$ cat src/hdl/fsq_regs.svh
`ifndef FSQ_REGS_SVH
`define FSQ_REGS_SVH
// timing, in ns, and derived cycle counts
`define FSQ_CLK_NS 50
`define FSQ_T_SU_NS 50
`define FSQ_T_WP_NS 100
`define FSQ_T_ACC_NS 100
`define FSQ_SU_CYC ((`FSQ_T_SU_NS + `FSQ_CLK_NS - 1) / `FSQ_CLK_NS)
`define FSQ_WP_CYC ((`FSQ_T_WP_NS + `FSQ_CLK_NS - 1) / `FSQ_CLK_NS)
`define FSQ_ACC_CYC ((`FSQ_T_ACC_NS + `FSQ_CLK_NS - 1) / `FSQ_CLK_NS)
// extra strobe cycles that cover the data pin synchroniser
`define FSQ_SYNC_CYC 2
// command addresses and codes
`define FSQ_A_UNL1 11'h555
`define FSQ_A_UNL2 11'h2AA
`define FSQ_D_UNL1 8'hAA
`define FSQ_D_UNL2 8'h55
`define FSQ_D_PROG 8'hA0
`define FSQ_D_ERASE 8'h80
`define FSQ_D_SECT 8'h30
`define FSQ_D_BLK 8'h50
`define FSQ_D_CHIP 8'h10
`define FSQ_D_SUSP 8'hB0
`define FSQ_D_RES 8'h30
`define FSQ_D_SECQ 8'h88
`define FSQ_D_UIDP 8'hA5
`define FSQ_D_LOCK 8'h85
`define FSQ_D_IDEN 8'h90
`define FSQ_D_CFI 8'h98
`define FSQ_D_EXIT 8'hF0
// user identifier word window
`define FSQ_UID_LO 20'h00010
`define FSQ_UID_HI 20'h00017
`endif

$ cat src/hdl/fsq_pkg.sv
package fsq_pkg;
    typedef enum logic [3:0] {
        FSQ_OP_READ, FSQ_OP_PROG, FSQ_OP_SECT, FSQ_OP_BLK, FSQ_OP_CHIP,
        FSQ_OP_SUSP, FSQ_OP_RES, FSQ_OP_SECQ, FSQ_OP_UIDP, FSQ_OP_LOCK,
        FSQ_OP_IDEN, FSQ_OP_CFI, FSQ_OP_EXIT
    } fsq_op_e;
    typedef enum logic [1:0] {
        FSQ_MODE_ARRAY, FSQ_MODE_ID, FSQ_MODE_CFI, FSQ_MODE_SECID
    } fsq_mode_e;
    typedef struct packed {
        fsq_op_e op;
        logic [19:0] addr;
        logic addr_lsb;
        logic [15:0] data;
        logic byte_mode;
    } fsq_req_s;
    typedef struct packed {
        logic rd;
        logic [19:0] addr;
        logic addr_lsb;
        logic [15:0] data;
        logic byte_n;
    } fsq_cyc_s;
    typedef struct packed {
        logic ce_n;
        logic we_n;
        logic oe_n;
        logic byte_n;
        logic [19:0] addr;
        logic addr_lsb;
        logic [15:0] dq_o;
        logic dq_oe;
    } fsq_pins_s;
endpackage

$ cat src/hdl/fsq_host.sv
`timescale 1ns/1ps
`include "fsq_regs.svh"
// How it works
// - program: AA/555, 55/2AA, A0/555, then data to target
// - sector erase: unlock, 80/555, unlock, 30 to sector address
// - block erase: as sector erase but final code 50 to block address
// - chip erase: six writes, final 10 to 555
// - one write of B0 anywhere suspends erase
// - one write of 30 anywhere resumes erase
// - unlock then 88/555 enters security-identifier query mode
// - user identifier program: unlock, A5/555, data to words 10..17
// - host completes all four cycles before expecting array read
// - lock-out: unlock, 85/555, 0000 anywhere, in word mode
// - identification entry: unlock, 90 to bank with lines 19,18 low
// - CFI entry: unlock, 98 to bank, then table reads
// - unlock then F0/555 exits every special read mode
module fsq_host import fsq_pkg::*; (
    input wire logic i_mclk,
    input wire logic i_rst_n,
    input wire logic i_req_valid,
    input wire fsq_req_s i_req,
    output logic o_req_ready,
    output logic o_rsp_valid,
    output logic o_rsp_err,
    output logic [15:0] o_rdata,
    output fsq_mode_e o_mode,
    input wire logic [15:0] i_dq,
    output fsq_pins_s o_pins
);
    typedef enum logic [1:0] {H_IDLE, H_ISSUE, H_WAIT} fsq_hst_e;
    fsq_hst_e st_q, st_d;
    fsq_req_s req_q, req_d;
    logic [2:0] step_q, step_d;
    fsq_mode_e mode_q, mode_d;
    logic rsp_q, rsp_d;
    logic err_q, err_d;
    logic [15:0] rdata_q, rdata_d;
    fsq_cyc_s cyc;
    logic is_data;
    logic [2:0] nsteps;
    logic start;
    logic bus_done;
    logic [15:0] bus_rdata;
    logic uid_bad;
    logic last;

    // number of bus cycles per operation
    always_comb begin
        case (req_q.op)
            FSQ_OP_READ, FSQ_OP_SUSP, FSQ_OP_RES: nsteps = 3'd1;
            FSQ_OP_PROG, FSQ_OP_UIDP, FSQ_OP_LOCK: nsteps = 3'd4;
            FSQ_OP_SECT, FSQ_OP_BLK, FSQ_OP_CHIP: nsteps = 3'd6;
            default: nsteps = 3'd3;
        endcase
    end

    // address and data of the current bus cycle
    always_comb begin
        cyc = '0;
        is_data = 1'b0;
        // upper data byte driven low during commands
        cyc.byte_n = !req_q.byte_mode;
        if (req_q.op == FSQ_OP_LOCK) begin
            cyc.byte_n = 1'b1;
        end
        cyc.addr = {9'h000, `FSQ_A_UNL1};
        case (req_q.op)
            FSQ_OP_READ: begin
                // query and table reads use the caller address
                cyc.rd = 1'b1;
                cyc.addr = req_q.addr;
                cyc.addr_lsb = req_q.addr_lsb;
                is_data = 1'b1;
            end
            FSQ_OP_SUSP: begin
                cyc.addr = req_q.addr;
                cyc.data = {8'h00, `FSQ_D_SUSP};
            end
            FSQ_OP_RES: begin
                cyc.addr = req_q.addr;
                cyc.data = {8'h00, `FSQ_D_RES};
            end
            default: begin
                case (step_q)
                    3'd0: begin
                        cyc.data = {8'h00, `FSQ_D_UNL1};
                    end
                    3'd1: begin
                        cyc.addr = {9'h000, `FSQ_A_UNL2};
                        cyc.data = {8'h00, `FSQ_D_UNL2};
                    end
                    3'd2: begin
                        case (req_q.op)
                            FSQ_OP_PROG: cyc.data = {8'h00, `FSQ_D_PROG};
                            FSQ_OP_SECQ: cyc.data = {8'h00, `FSQ_D_SECQ};
                            FSQ_OP_UIDP: cyc.data = {8'h00, `FSQ_D_UIDP};
                            FSQ_OP_LOCK: cyc.data = {8'h00, `FSQ_D_LOCK};
                            FSQ_OP_EXIT: cyc.data = {8'h00, `FSQ_D_EXIT};
                            FSQ_OP_IDEN: begin
                                cyc.addr = {2'b00, req_q.addr[17:11], `FSQ_A_UNL1};
                                cyc.data = {8'h00, `FSQ_D_IDEN};
                            end
                            FSQ_OP_CFI: begin
                                cyc.addr = {2'b00, req_q.addr[17:11], `FSQ_A_UNL1};
                                cyc.data = {8'h00, `FSQ_D_CFI};
                            end
                            default: cyc.data = {8'h00, `FSQ_D_ERASE};
                        endcase
                    end
                    3'd3: begin
                        if (req_q.op == FSQ_OP_PROG || req_q.op == FSQ_OP_UIDP) begin
                            cyc.addr = req_q.addr;
                            cyc.addr_lsb = req_q.addr_lsb;
                            cyc.data = req_q.data;
                            is_data = 1'b1;
                        end else if (req_q.op == FSQ_OP_LOCK) begin
                            cyc.addr = req_q.addr;
                            cyc.data = 16'h0000;
                        end else begin
                            cyc.data = {8'h00, `FSQ_D_UNL1};
                        end
                    end
                    3'd4: begin
                        cyc.addr = {9'h000, `FSQ_A_UNL2};
                        cyc.data = {8'h00, `FSQ_D_UNL2};
                    end
                    default: begin
                        if (req_q.op == FSQ_OP_SECT) begin
                            cyc.addr = {req_q.addr[19:11], 11'h000};
                            cyc.data = {8'h00, `FSQ_D_SECT};
                        end else if (req_q.op == FSQ_OP_BLK) begin
                            cyc.addr = {req_q.addr[19:15], 15'h0000};
                            cyc.data = {8'h00, `FSQ_D_BLK};
                        end else begin
                            cyc.data = {8'h00, `FSQ_D_CHIP};
                        end
                    end
                endcase
            end
        endcase
    end

    // user identifier writes only inside the user word window
    assign uid_bad = i_req.op == FSQ_OP_UIDP &&
        (i_req.addr < `FSQ_UID_LO || i_req.addr > `FSQ_UID_HI);
    assign last = step_q == nsteps - 3'd1;
    assign start = st_q == H_ISSUE;
    assign o_req_ready = st_q == H_IDLE;

    always_comb begin
        st_d = st_q;
        req_d = req_q;
        step_d = step_q;
        mode_d = mode_q;
        rsp_d = 1'b0;
        err_d = err_q;
        rdata_d = rdata_q;
        case (st_q)
            H_IDLE: begin
                if (i_req_valid) begin
                    if (uid_bad) begin
                        rsp_d = 1'b1;
                        err_d = 1'b1;
                    end else begin
                        req_d = i_req;
                        step_d = 3'd0;
                        err_d = 1'b0;
                        st_d = H_ISSUE;
                    end
                end
            end
            H_ISSUE: begin
                st_d = H_WAIT;
            end
            H_WAIT: begin
                if (bus_done) begin
                    if (req_q.op == FSQ_OP_READ) begin
                        rdata_d = bus_rdata;
                    end
                    if (last) begin
                        rsp_d = 1'b1;
                        st_d = H_IDLE;
                        case (req_q.op)
                            FSQ_OP_IDEN: mode_d = FSQ_MODE_ID;
                            FSQ_OP_CFI: mode_d = FSQ_MODE_CFI;
                            FSQ_OP_SECQ: mode_d = FSQ_MODE_SECID;
                            FSQ_OP_EXIT: mode_d = FSQ_MODE_ARRAY;
                            FSQ_OP_UIDP, FSQ_OP_LOCK: mode_d = FSQ_MODE_ARRAY;
                            default: mode_d = mode_q;
                        endcase
                    end else begin
                        step_d = step_q + 3'd1;
                        st_d = H_ISSUE;
                    end
                end
            end
            default: begin
                st_d = H_IDLE;
            end
        endcase
    end

    always_ff @(posedge i_mclk or negedge i_rst_n) begin
        if (!i_rst_n) begin
            st_q <= H_IDLE;
            req_q <= '0;
            step_q <= 3'd0;
            mode_q <= FSQ_MODE_ARRAY;
            rsp_q <= 1'b0;
            err_q <= 1'b0;
            rdata_q <= 16'h0000;
        end else begin
            st_q <= st_d;
            req_q <= req_d;
            step_q <= step_d;
            mode_q <= mode_d;
            rsp_q <= rsp_d;
            err_q <= err_d;
            rdata_q <= rdata_d;
        end
    end

    assign o_rsp_valid = rsp_q;
    assign o_rsp_err = err_q;
    assign o_rdata = rdata_q;
    assign o_mode = mode_q;

    fsq_bus u_bus (
        .i_mclk(i_mclk),
        .i_rst_n(i_rst_n),
        .i_start(start),
        .i_cyc(cyc),
        .i_dq(i_dq),
        .o_done(bus_done),
        .o_rdata(bus_rdata),
        .o_pins(o_pins)
    );

    property p_unlock;
        @(posedge i_mclk) disable iff (!i_rst_n)
        start && nsteps > 3'd1 && step_q == 3'd0 |->
            cyc.addr == 20'h00555 && cyc.data == 16'h00AA && !cyc.rd;
    endproperty
    a_unlock: assert property (p_unlock) else $error("first unlock write wrong");
    property p_cmd_low;
        @(posedge i_mclk) disable iff (!i_rst_n)
        start && !is_data |-> cyc.data[15:8] == 8'h00 && !cyc.addr_lsb;
    endproperty
    a_cmd_low: assert property (p_cmd_low) else $error("command upper byte not low");
    property p_sect;
        @(posedge i_mclk) disable iff (!i_rst_n)
        start && req_q.op == FSQ_OP_SECT && step_q == 3'd5 |->
            cyc.data == 16'h0030 && cyc.addr[10:0] == 11'h000;
    endproperty
    a_sect: assert property (p_sect) else $error("sector erase final write wrong");
    property p_chip;
        @(posedge i_mclk) disable iff (!i_rst_n)
        start && req_q.op == FSQ_OP_CHIP && step_q == 3'd5 |->
            cyc.addr == 20'h00555 && cyc.data == 16'h0010;
    endproperty
    a_chip: assert property (p_chip) else $error("chip erase final write wrong");
    property p_susp;
        @(posedge i_mclk) disable iff (!i_rst_n)
        start && req_q.op == FSQ_OP_SUSP |-> cyc.data == 16'h00B0 && last;
    endproperty
    a_susp: assert property (p_susp) else $error("suspend not a single B0 write");
    property p_lock;
        @(posedge i_mclk) disable iff (!i_rst_n)
        start && req_q.op == FSQ_OP_LOCK |-> cyc.byte_n;
    endproperty
    a_lock: assert property (p_lock) else $error("lock-out not in word mode");
    property p_id_bank;
        @(posedge i_mclk) disable iff (!i_rst_n)
        start && req_q.op == FSQ_OP_IDEN && step_q == 3'd2 |->
            cyc.addr[19:18] == 2'b00 && cyc.data == 16'h0090;
    endproperty
    a_id_bank: assert property (p_id_bank) else $error("identification entry wrong");
    property p_exit;
        @(posedge i_mclk) disable iff (!i_rst_n)
        st_q == H_WAIT && bus_done && last && req_q.op == FSQ_OP_EXIT |=>
            mode_q == FSQ_MODE_ARRAY && o_rsp_valid;
    endproperty
    a_exit: assert property (p_exit) else $error("exit did not restore array mode");
    property p_uid_ref;
        @(posedge i_mclk) disable iff (!i_rst_n)
        st_q == H_IDLE && i_req_valid && uid_bad |=>
            o_rsp_valid && o_rsp_err && st_q == H_IDLE;
    endproperty
    a_uid_ref: assert property (p_uid_ref) else $error("bad identifier address taken");
endmodule

$ cat src/hdl/fsq_bus.sv
`timescale 1ns/1ps
`include "fsq_regs.svh"
module fsq_bus import fsq_pkg::*; (
    input wire logic i_mclk,
    input wire logic i_rst_n,
    input wire logic i_start,
    input wire fsq_cyc_s i_cyc,
    input wire logic [15:0] i_dq,
    output logic o_done,
    output logic [15:0] o_rdata,
    output fsq_pins_s o_pins
);
    localparam logic [2:0] SU = 3'(`FSQ_SU_CYC);
    localparam logic [2:0] WP = 3'(`FSQ_WP_CYC);
    localparam logic [2:0] RD = 3'(`FSQ_ACC_CYC + `FSQ_SYNC_CYC);
    typedef enum logic [1:0] {B_IDLE, B_SETUP, B_STROBE, B_HOLD} fsq_bst_e;
    fsq_bst_e st_q, st_d;
    logic [2:0] cnt_q, cnt_d;
    logic rd_q, rd_d;
    logic done_q, done_d;
    logic [15:0] rdata_q, rdata_d;
    fsq_pins_s pins_q, pins_d;
    logic [15:0] dq_s1_q, dq_s2_q;

    always_ff @(posedge i_mclk or negedge i_rst_n) begin
        if (!i_rst_n) begin
            dq_s1_q <= 16'h0000;
            dq_s2_q <= 16'h0000;
        end else begin
            dq_s1_q <= i_dq;
            dq_s2_q <= dq_s1_q;
        end
    end

    always_comb begin
        st_d = st_q;
        cnt_d = cnt_q;
        rd_d = rd_q;
        done_d = 1'b0;
        rdata_d = rdata_q;
        pins_d = pins_q;
        case (st_q)
            B_IDLE: begin
                if (i_start) begin
                    pins_d.ce_n = 1'b0;
                    pins_d.byte_n = i_cyc.byte_n;
                    pins_d.addr = i_cyc.addr;
                    pins_d.addr_lsb = i_cyc.addr_lsb;
                    pins_d.dq_o = i_cyc.data;
                    pins_d.dq_oe = !i_cyc.rd;
                    rd_d = i_cyc.rd;
                    cnt_d = SU - 3'h1;
                    st_d = B_SETUP;
                end
            end
            B_SETUP: begin
                if (cnt_q == 3'h0) begin
                    pins_d.we_n = rd_q;
                    pins_d.oe_n = !rd_q;
                    cnt_d = (rd_q ? RD : WP) - 3'h1;
                    st_d = B_STROBE;
                end else begin
                    cnt_d = cnt_q - 3'h1;
                end
            end
            B_STROBE: begin
                if (cnt_q == 3'h0) begin
                    if (rd_q) begin
                        rdata_d = dq_s2_q;
                    end
                    pins_d.we_n = 1'b1;
                    pins_d.oe_n = 1'b1;
                    st_d = B_HOLD;
                end else begin
                    cnt_d = cnt_q - 3'h1;
                end
            end
            B_HOLD: begin
                pins_d.ce_n = 1'b1;
                pins_d.dq_oe = 1'b0;
                done_d = 1'b1;
                st_d = B_IDLE;
            end
            default: begin
                st_d = B_IDLE;
            end
        endcase
    end

    always_ff @(posedge i_mclk or negedge i_rst_n) begin
        if (!i_rst_n) begin
            st_q <= B_IDLE;
            cnt_q <= 3'h0;
            rd_q <= 1'b0;
            done_q <= 1'b0;
            rdata_q <= 16'h0000;
            pins_q <= '{ce_n: 1'b1, we_n: 1'b1, oe_n: 1'b1, byte_n: 1'b1, default: '0};
        end else begin
            st_q <= st_d;
            cnt_q <= cnt_d;
            rd_q <= rd_d;
            done_q <= done_d;
            rdata_q <= rdata_d;
            pins_q <= pins_d;
        end
    end

    assign o_done = done_q;
    assign o_rdata = rdata_q;
    assign o_pins = pins_q;

    property p_we_width;
        @(posedge i_mclk) disable iff (!i_rst_n)
        $fell(pins_q.we_n) |-> !pins_q.we_n [*2] ##1 pins_q.we_n;
    endproperty
    a_we_width: assert property (p_we_width) else $error("write strobe width wrong");
    property p_we_in_ce;
        @(posedge i_mclk) disable iff (!i_rst_n)
        !pins_q.we_n |-> !pins_q.ce_n && pins_q.oe_n && pins_q.dq_oe;
    endproperty
    a_we_in_ce: assert property (p_we_in_ce) else $error("write strobe outside select");
endmodule

$ cat config.mk
export PLATFORM = sky130hd
export DESIGN_NAME = fsq_host
export DESIGN_NICKNAME = d
export VERILOG_FILES = /design/src/hdl/fsq_pkg.sv /design/src/hdl/fsq_host.sv /design/src/hdl/fsq_bus.sv
export VERILOG_INCLUDE_DIRS = /design/src /design/src/hdl
export SDC_FILE = /design/constraint.sdc
export NUM_CORES = 1
export LEC_CHECK = 0
export ABC_AREA = 0
export BUFFER_PORTS_ARGS = -buffer_cell sky130_fd_sc_hd__buf_2
export CAP_MARGIN = 30
export CORE_UTILIZATION = 35
export DETAILED_ROUTE_END_ITERATION = 10
export HOLD_SLACK_MARGIN = 0.02
export PLACE_DENSITY = 0.64
export SLEW_MARGIN = 20
export SYNTH_ARGS = -nofsm -noshare
export SYNTH_HDL_FRONTEND = slang
export SYNTH_SLANG_ARGS = --single-unit
$ cat constraint.sdc
create_clock -name i_mclk -period 6 [get_ports i_mclk]
set_clock_uncertainty 0.1 [all_clocks]
set_input_delay 0.9 -clock i_mclk [delete_from_list [all_inputs] [get_ports i_mclk]]
set_output_delay 0.9 -clock i_mclk [all_outputs]
set_load 0.03 [all_outputs]
-- Yosys cells after proc, flatten, opt, wreduce, memory -nomap -nowiden
Memories as Yosys holds them, arrays and structs flattened.
Index checks and enable logic that the tools add are counted.
- $add $sub $neg: 4
- magnitude comparators: 2
- equal/unequal tests: 30
- multiplexer cells: 51
- bitwise operators: 1
- reduce and logical (&&, ||, !) cells: 33
- operator list (cell ; number):
    $mux W20 ; 5
    $pmux W20 S4 ; 1
    $pmux W16 S4 ; 1
    $pmux W7 S7 ; 1
    $pmux W16 S3 ; 1
    $mux W16 ; 2
    $eq A4 B4 Y1 const B ; 6
    $mux W3 ; 8
    $reduce_and A3 Y1 ; 7
    $gt A20 B5 Y1 const B ; 1
    $lt A20 B5 Y1 const B ; 1
    $mux W18 ; 1
    $pmux W2 S4 ; 2
    $mux W2 ; 7
    $eq A4 B3 Y1 const B ; 3
    $mux W1 ; 12
    $ne A2 B2 Y1 const B ; 5
    $pmux W3 S3 ; 1
    $sub A3 B1 Y3 const B ; 3
    $eq A4 B2 Y1 const B ; 2
    $mux W8 ; 1
    $pmux W1 S2 ; 4
    $mux W7 ; 1
    $eq A2 B2 Y1 const B ; 3
    other kinds (26) ; 42
- bits in registers: 164
- bits in read-only memories: 48
- input port bits: 61
- output and inout bits: 63
- memories: 1
- memories (name ; words ; bits a word ; rd ports ; clocked after memory_dff ; wr ports ; RTL line ; text):
    (name not given) ; 16 ; 3 ; 1 ; 0 ; 0 ; fsq_host.sv:49 ; case (req_q.op)

-- Depth between registers and ports, before layout
Gate-level depths: netlist of the first run.
- word-level depth: 6
- mapped depth: 11
- depth with buffers taken out: 11

-- Cells and area by module
Synthesis of the first run repeated with hierarchy kept, for this count alone.
- cell total of the unflattened synthesis: 542
- area total of the unflattened synthesis: 7183.1 µm²
- modules (own cells, without submodules) (module ; instances ; cells an instance ; area each (µm²) ; sequential area each (µm²)):
    fsq_host ; 1 ; 327 ; 3649.8 ; 1676.6
    fsq_bus ; 1 ; 215 ; 3533.4 ; 2432.3

-- Worst setup path after synthesis of the first run
OpenSTA, ideal clock, no wires.
- path type: input port to flip-flop
- from: input i_req[37] (netlist bit)
- to: register req_q[10] (netlist bit)
- setup time: 125 ps
- data arrival time: 2411 ps
- data required time: 5775 ps
- setup slack: 3364 ps
- cell stages on the path: 6
- buffers on the path: 1
- path through: or4_1 nor4b_2 and2b_1 o21bai_4 buf_6 mux2_4
- cells in the longest elaborated chain, start to end: 5
- elaborated cells on any way between the ends: 6
- ends and longest elaborated chain (element ; RTL line ; text):
    start: declaration ; fsq_host.sv:21 ; input wire fsq_req_s i_req,
    $lt A20 B5 Y1 (no source line) / $gt A20 B5 Y1 (equally long branches) ; - ;
    $logic_or A1 B1 Y1 (no source line) (*) ; - ;
    $logic_and A1 B1 Y1 (*) ; fsq_host.sv:144 ; assign uid_bad = i_req.op == FSQ_OP_UIDP &&
    $not A1 Y1 (no source line) (*) ; - ;
    $reduce_and A3 Y1 (no source line) (*) ; - ;
    end signal: assignment ; fsq_host.sv:214 ; req_q <= req_d;
    end: declaration ; fsq_host.sv:32 ; fsq_req_s req_q, req_d;
Every way passes the cells marked *; elsewhere a longest branch is shown, timed or not.
A chain may end at the register's enable or synchronous reset.

-- Worst setup path after layout of the first run
- from: register req_q[39] (netlist bit)
- to: register step_q[2]
- cells in the longest elaborated chain, start to end: 5
- ends and longest elaborated chain (element ; RTL line ; text):
    $mem_v2 Z16 W3 ; - ;
    $sub A3 B1 Y3 ; fsq_host.sv:146 ; assign last = step_q == nsteps - 3'd1;
    $eq A3 B3 Y1 ; fsq_host.sv:146 ;
    $ne A2 B2 Y1 (no source line) ; - ;
    $reduce_and A5 Y1 (no source line) ; - ;
    end signal: assignment ; fsq_host.sv:215 ; step_q <= step_d;
    end: declaration ; fsq_host.sv:33 ; logic [2:0] step_q, step_d;
Every way passes these cells.

==> results.yml, run 1 <==
outcome:
  status: "finished clean"
die:
  num_rows: 51
  io_pins: 124
  die_h_um: 142.9
  die_w_um: 142.9
  initial_utilization_pct: 35.72
  die_area_mm2: 0.02043
  coreArea_mm2: 0.01946
sta:
  min_period_ns: 3.192
  maxSlewViolCount: 0
  layout_setup_ws_ns: 2.808
  hold_ws_ns: 0.2408
  setup_viol: 0
  fmax_mhz: 313.3
  max_slew_margin_pct: 40.20
  hold_viol: 0
  rsz0062_at_grt: "no"
  fin_tns_setup_ns: 0
  post-route-period-util_pct: 53.20
  tightestPinTransition_ns: 0.8945
worst_setup_path:
  r2r_cells: 11
  crit_path_start_kind: "flop"
  max_stage_delay_ns: 0.46
  crit_path_end_kind: "flop"
  path_max_fanout: 13
  critPathSlowestCell: "dfrtp_1"
  worstPathArrival_ns: 3.40
  cp.required_ns: 6.21
  reg2reg_slack_ns: 2.81
  path_class: "flop to flop"
  crit_chain: "inv_1 -> ha_1 -> nor2b_1 -> o31a_1 -> inv_1 -> ha_1 -> xnor2_1 -> a221o_1 -> o2111ai_1 -> o22ai_1 -> mux2_1"
placement:
  dpl-instance-area_mm2: 0.007856
  gp_congestion: 0.8244
  post-place-ws_ns: 2.799
  dpl.cell_count: 906
  hpwl_um: 10350
  place.port_buffers: 123
layout:
  postLayoutCoreUtil_pct: 43.33
  drive_gt1_share_pct: 34.77
  area_growth_pct: 21.29
  fin_nets: 739
  antenna_cells: 0
  fin_area_mm2: 0.008433
  stdcell_count: 938
yosys:
  synth.area.mux_share_pct: 15.62
  synth-compound-area-share_pct: 10.96
  synth_fa_ha_area_share_pct: 3.239
  yosysWarnings: 0
  ys_top_cells_by_count: "dfrtp_1, nor2_1, mux2_4"
  synth_edf_count: 0
  yosysTopAreaCellShare_pct: 57.59
  synthCells: 534
  synthXorXnorAreaFrac_pct: 0.3779
  synth-simple-area-share_pct: 8.026
  yosysTopAreaCell: "dfrtp_1"
  yosys_register_bits: 164
  async_flop_share_pct: 100.0
  synth_cell_types: 60
  synthesis.area_mm2: 0.006953
  synth_top_family_by_area: "multiplexers"
  synth-seq-area-share_pct: 59.10
  synthFlopType: "dfrtp_1"
  synth_fp_nets: 613
  synth.most_common_cell: "dfrtp_1"
  synth_area_leaders: "dfrtp_1, mux2_4, mux2_2"
  syn_area_per_cell_um2: 13.02
clock_network:
  cts_tree: "done"
  root_buffer: "clkbuf_16"
  path_clk_slew_ns: 0.07
  cts_made_buffers: 17
  cts.sinks: 164
  htreeDepth: 4
  cts_setup_buffers: 0
  postCtsHoldBufs: 0
  cts_buffer_depth: 2
  cts_resized: 0
  clk_latency_ns: 0.42
pwr:
  p_per_area_mw_per_mm2: 550.6
  ir_worst_vdd_uv: 301.7
  p_leak_nw: 4.110
  power_mw: 4.643
global_routing:
  grt_usage_pct: 15.59
  grt_pass1_wl_um: 24310
  busiest_layer: "met2"
  grt_max_degree: 72
  gr-usage-met2_pct: 23.08
  grtUsageMet1_pct: 21.39
  first_global_vias: 4555
  grt_antenna_before_repair: 1
  grt-ovfl-total: 0
  grt.met3_usage_pct: 4.896
route:
  routed_wl_um: 14870
  drt_iter0_drc: 231
  drc_errors: 0
  via_count: 4507
  dr.pass1.iters: 4
  wl_per_cell_um: 15.85
  ant_nets: 0
  vias_per_cell: 4.805
hold_path:
  whs_path_depth: 0
  hold_path_class: "flop to flop"
job:
  cap_violations: 0
-- worst max-delay path, delay by kind of cell (launching register included) --
family,cells,cell delay (ns)
and+or+nand+nor,1,0.22
AOI/OAI and AO/OA,4,0.96
muxes,1,0.36
DFF,1,0.46
buffers and inverters,2,0.19
xor gates and xnor gates,1,0.16
adders and majority gates,2,0.63
-- report_power, final --
part	total [mW]	internal, mW	switching, mW
Combinational	1.80	0.780	1.02
Sequential	1.78	1.50	0.276
Clock	1.07	0.581	0.487
Total	4.64	2.87	1.78
-- path summary, 6_finish.rpt --
check,start,endpoint
worst max register to register,req_q[39],step_q[2]
min in group asynchronous,i_rst_n,o_rdata[14]
worst min register to register,u_bus.dq_s1_q[11],u_bus.dq_s2_q[11]
worst max-delay path,req_q[39],step_q[2]
worst min-delay path,u_bus.dq_s1_q[11],u_bus.dq_s2_q[11]
max in group asynchronous,i_rst_n,u_bus.o_pins[13]
-- cells by family after synthesis --
group           Yosys count
mux                      84
buf+inv                  40
compound gates          110
xor+xnor                  3
flops                   164
fa+ha+maj                18
simple gates            115
-- state kept, by name (all words and copies together), names as in the netlist --
| name | count |
|---|---|
| u_bus.dq_s1_q | 16 |
| o_mode | 2 |
| u_bus.o_rdata | 16 |
| req_q | 42 |
| u_bus.o_pins | 42 |
| o_rsp_err | 1 |
| step_q | 3 |
| u_bus.cnt_q | 3 |
| u_bus.dq_s2_q | 16 |
| o_rsp_valid | 1 |
| u_bus.rd_q | 1 |
| o_rdata | 16 |
| u_bus.st_q | 2 |
| st_q | 2 |
| u_bus.o_done | 1 |
-- cell type report --
type,count,area [µm²]
fill,1806,11030
clock inverter,15,151.4
clock buffer,17,425.4
inverter,18,67.56
multi-input combinational,330,2658
sequential,164,4109
timing repair buffer,129,690.7
tap,265,331.6
-- metal layers --
layer,share of wire [%],vias up
li1,-,2152
met1,49,2211
met2,43,124
met3,6.0,18
met4,1.5,2
met5,0.067,-
-- cell usage in the layout (no fill, tap or decap), types with 4 or more instances in the layout --
master / synthesis / layout
dfrtp_1: 160 / 160
a22o_1: 17 / 17
dfstp_2: 4 / 4
nor3_1: 5 / 5
clkinvlp_4: 0 / 6
o21ai_1: 5 / 5
mux2i_1: 5 / 5
nand2b_1: 6 / 6
nor2_1: 41 / 41
o21ai_0: 17 / 17
mux2_1: 16 / 16
mux2_4: 39 / 39
clkbuf_16: 0 / 17
mux2_2: 24 / 24
a221o_1: 5 / 5
nand2_1: 30 / 30
ha_1: 18 / 18
nor2b_1: 6 / 6
a21oi_1: 32 / 32
buf_2: 5 / 122
inv_1: 18 / 18
buf_4: 0 / 4
No activity file was read; power rests on OpenSTA's default activity.
==> inputs of run 2 (changes only) <==
--- a/config.mk
+++ b/config.mk
@@ -12,7 +12,7 @@
 export CORE_UTILIZATION = 35
 export DETAILED_ROUTE_END_ITERATION = 10
 export HOLD_SLACK_MARGIN = 0.02
-export PLACE_DENSITY = 0.64
+export PLACE_DENSITY = 0.66
 export SLEW_MARGIN = 20
 export SYNTH_ARGS = -nofsm -noshare
 export SYNTH_HDL_FRONTEND = slang
==> constraint.sdc (replaced) <==
create_clock -name i_mclk -period 2.79 [get_ports i_mclk]
set_clock_uncertainty 0.1 [all_clocks]
set_input_delay 0.4185 -clock i_mclk [delete_from_list [all_inputs] [get_ports i_mclk]]
set_output_delay 0.4185 -clock i_mclk [all_outputs]
set_load 0.03 [all_outputs]
==> run 2 against run 1 <==
Global-route usage shrank 0.16 points. Clock-buffer cell count grew 2. Die area is the same. Setup slack lost 2.7 ns. Critical path depth is the same. First-iteration DRC count grew 16%. Via count grew 2.1%. Combinational power grew 130%. Final area grew 4.1%. Wire length shrank 0.28%. Core utilization grew 1.8 points. Critical path type unchanged. Highest routed layer is now met4.
==> results.yml, run 2 (same netlist as run 1, synthesis figures left out) <==
route:
  drt_iter0_drc: 267
  dr.pass1.iters: 4
  vias_per_cell: 4.734
  routed_wl_um: 14830
  wl_per_cell_um: 15.25
  drc_errors: 0
  via_count: 4601
  ant_nets: 0
clock_network:
  root_buffer: "clkbuf_16"
  cts_tree: "done"
  htreeDepth: 4
  cts_made_buffers: 17
  clk_latency_ns: 0.42
  path_clk_slew_ns: 0.06
  cts.sinks: 164
  cts_buffer_depth: 2
global_routing:
  grt_pass1_wl_um: 24080
  grt_max_degree: 60
  grt_usage_pct: 15.43
  grt_antenna_before_repair: 0
  grt-ovfl-total: 0
  first_global_vias: 4590
worst_setup_path:
  r2r_cells: 11
  crit_chain: "inv_2 -> ha_1 -> nor2b_2 -> o31a_1 -> inv_1 -> ha_1 -> xor2_1 -> o2111ai_4 -> buf_4 -> nor3b_1 -> o31a_1"
  critPathTopFamily: "compound AO/OA/AOI/OAI gates"
  cp.required_ns: 3.00
  worstReg2RegStart: "req_q[38]"
  reg2reg_slack_ns: 0.13
  worstPathArrival_ns: 2.87
  critPathSlowestCell: "dfrtp_1"
  path_max_fanout: 4
  max_stage_delay_ns: 0.41
  crit_path_start_kind: "flop"
  crit_path_end_kind: "flop"
  path_class: "flop to flop"
  timing.critical_path.buf_inv: 3
  reg2reg_to: "step_q[0]"
layout:
  drive_gt1_share_pct: 36.21
  num-fill-cells: 1769
  final_common_cell: "dfrtp_1"
  postLayoutCoreUtil_pct: 45.09
  area_growth_pct: 26.20
  fin_nets: 773
  most-common-layout-cells: "dfrtp_1, buf_2, nor2_1, mux2_4, a21oi_1"
  antenna_cells: 0
sta:
  maxSlewViolCount: 0
  layout_setup_ws_ns: 0.1303
  hold_viol: 0
  max_slew_margin_pct: 62.68
  tightestPinTransition_ns: 0.5598
  fmax_mhz: 376.0
  min_period_ns: 2.660
  post-route-period-util_pct: 95.33
  setup_viol: 0
job:
  cap_violations: 0
die:
  die_h_um: 142.9
  die_w_um: 142.9
  coreArea_mm2: 0.01946
  initial_utilization_pct: 35.72
  io_pins: 124
  die_area_mm2: 0.02043
  num_rows: 51
hold_path:
  whs_path_depth: 2
  hold_start: "i_req[3]"
  hold_path_class: "input pin to flop"
  hold_end: "req_q[3]"
pwr:
  ir_worst_vdd_uv: 620.8
  p_per_area_mw_per_mm2: 1161
  p_leak_nw: 4.279
placement:
  post-place-ws_ns: -0.01002
  hpwl_um: 10470
  gp_congestion: 0.8600
  place.port_buffers: 123
outcome:
  status: "finished clean"
[run 2: how the worst max path moves through the flow]
stage / from / to / slack, ns / cells after the start
after detailed placement: req_q[38] / o_mode[1] / -0.01 / 11
after global routing: req_q[38] / step_q[0] / -0.002 / 12
after CTS: req_q[38] / step_q[2] / 0.04 / 11
after global placement: req_q[38] / o_mode[0] / 0.17 / 11
final: req_q[38] / step_q[0] / 0.13 / 11
after floorplan: req_q[39] / step_q[2] / 0.19 / 11
[run 2: what timing repair did]
| item | 4_1_cts | 5_1_grt |
|---|---|---|
| pin swaps | 0 | 4 |
| setup buffers | 0 | 2 |
| hold buffers | 17 | 0 |
| setup endpoints to repair | 2 | 7 |
| gates resized for setup | 1 | 7 |
| hold endpoints to repair | 69 | 0 |
[run 2: worst register-to-register path, cell delays in order, from the launching register on]
cell and delay (ns):
dfrtp_1 0.41, inv_2 0.07, ha_1 0.22, nor2b_2 0.16
o31a_1 0.29, inv_1 0.06, ha_1 0.23, xor2_1 0.23
o2111ai_4 0.17, buf_4 0.18, nor3b_1 0.13, o31a_1 0.28
[run 2: cell type report]
type                            instances  area [µm²]  area share (%)
Clock buffer                           19       442.9           5.048
Clock inverter                         13       125.1           1.426
Inverter                               18       67.56          0.7700
Multi-Input combinational cell        330        2696           30.73
Sequential cell                       164        4109           46.83
Tap cell                              265       331.6           3.779
Timing Repair Buffer                  163        1002           11.42
[run 2: metal layers]
metal  vias to the layer above  GRT usage [%]  part of all wire (%)
met4                         0          4.414                  0.90
met3                        12          5.332                   6.8
li1                       2229              -                     -
met5                         -              0                     0
met2                       134          23.21                    46
met1                      2226          20.94                    47
[run 2: power by group]
group | internal (mW) | total (mW) | leakage [nW] | switching (mW)
Sequential | 3.24 | 3.75 | 2.02 | 0.517
Combinational | 1.84 | 4.18 | 1.99 | 2.34
Clock | 1.27 | 2.25 | 0.269 | 0.987
Total | 6.35 | 10.2 | 4.28 | 3.84
[run 2: per-stage QoR]
stage | hold WS, ns | setup TNS (ns) | cell area, µm² | power, mW | cells
after floorplan | 0.02291 | 0 | 6953 | 6.708 | 534
after global placement | 0.2326 | 0 | 7983 | 7.754 | 921
after detailed placement | 0.2347 | -0.01484 | 7983 | 7.857 | 921
after CTS | 0.08390 | 0 | 8726 | 10.18 | 970
after global routing | 0.09175 | -0.001623 | 8775 | 10.88 | 972
final | 0.09970 | 0 | 8775 | 10.19 | 972
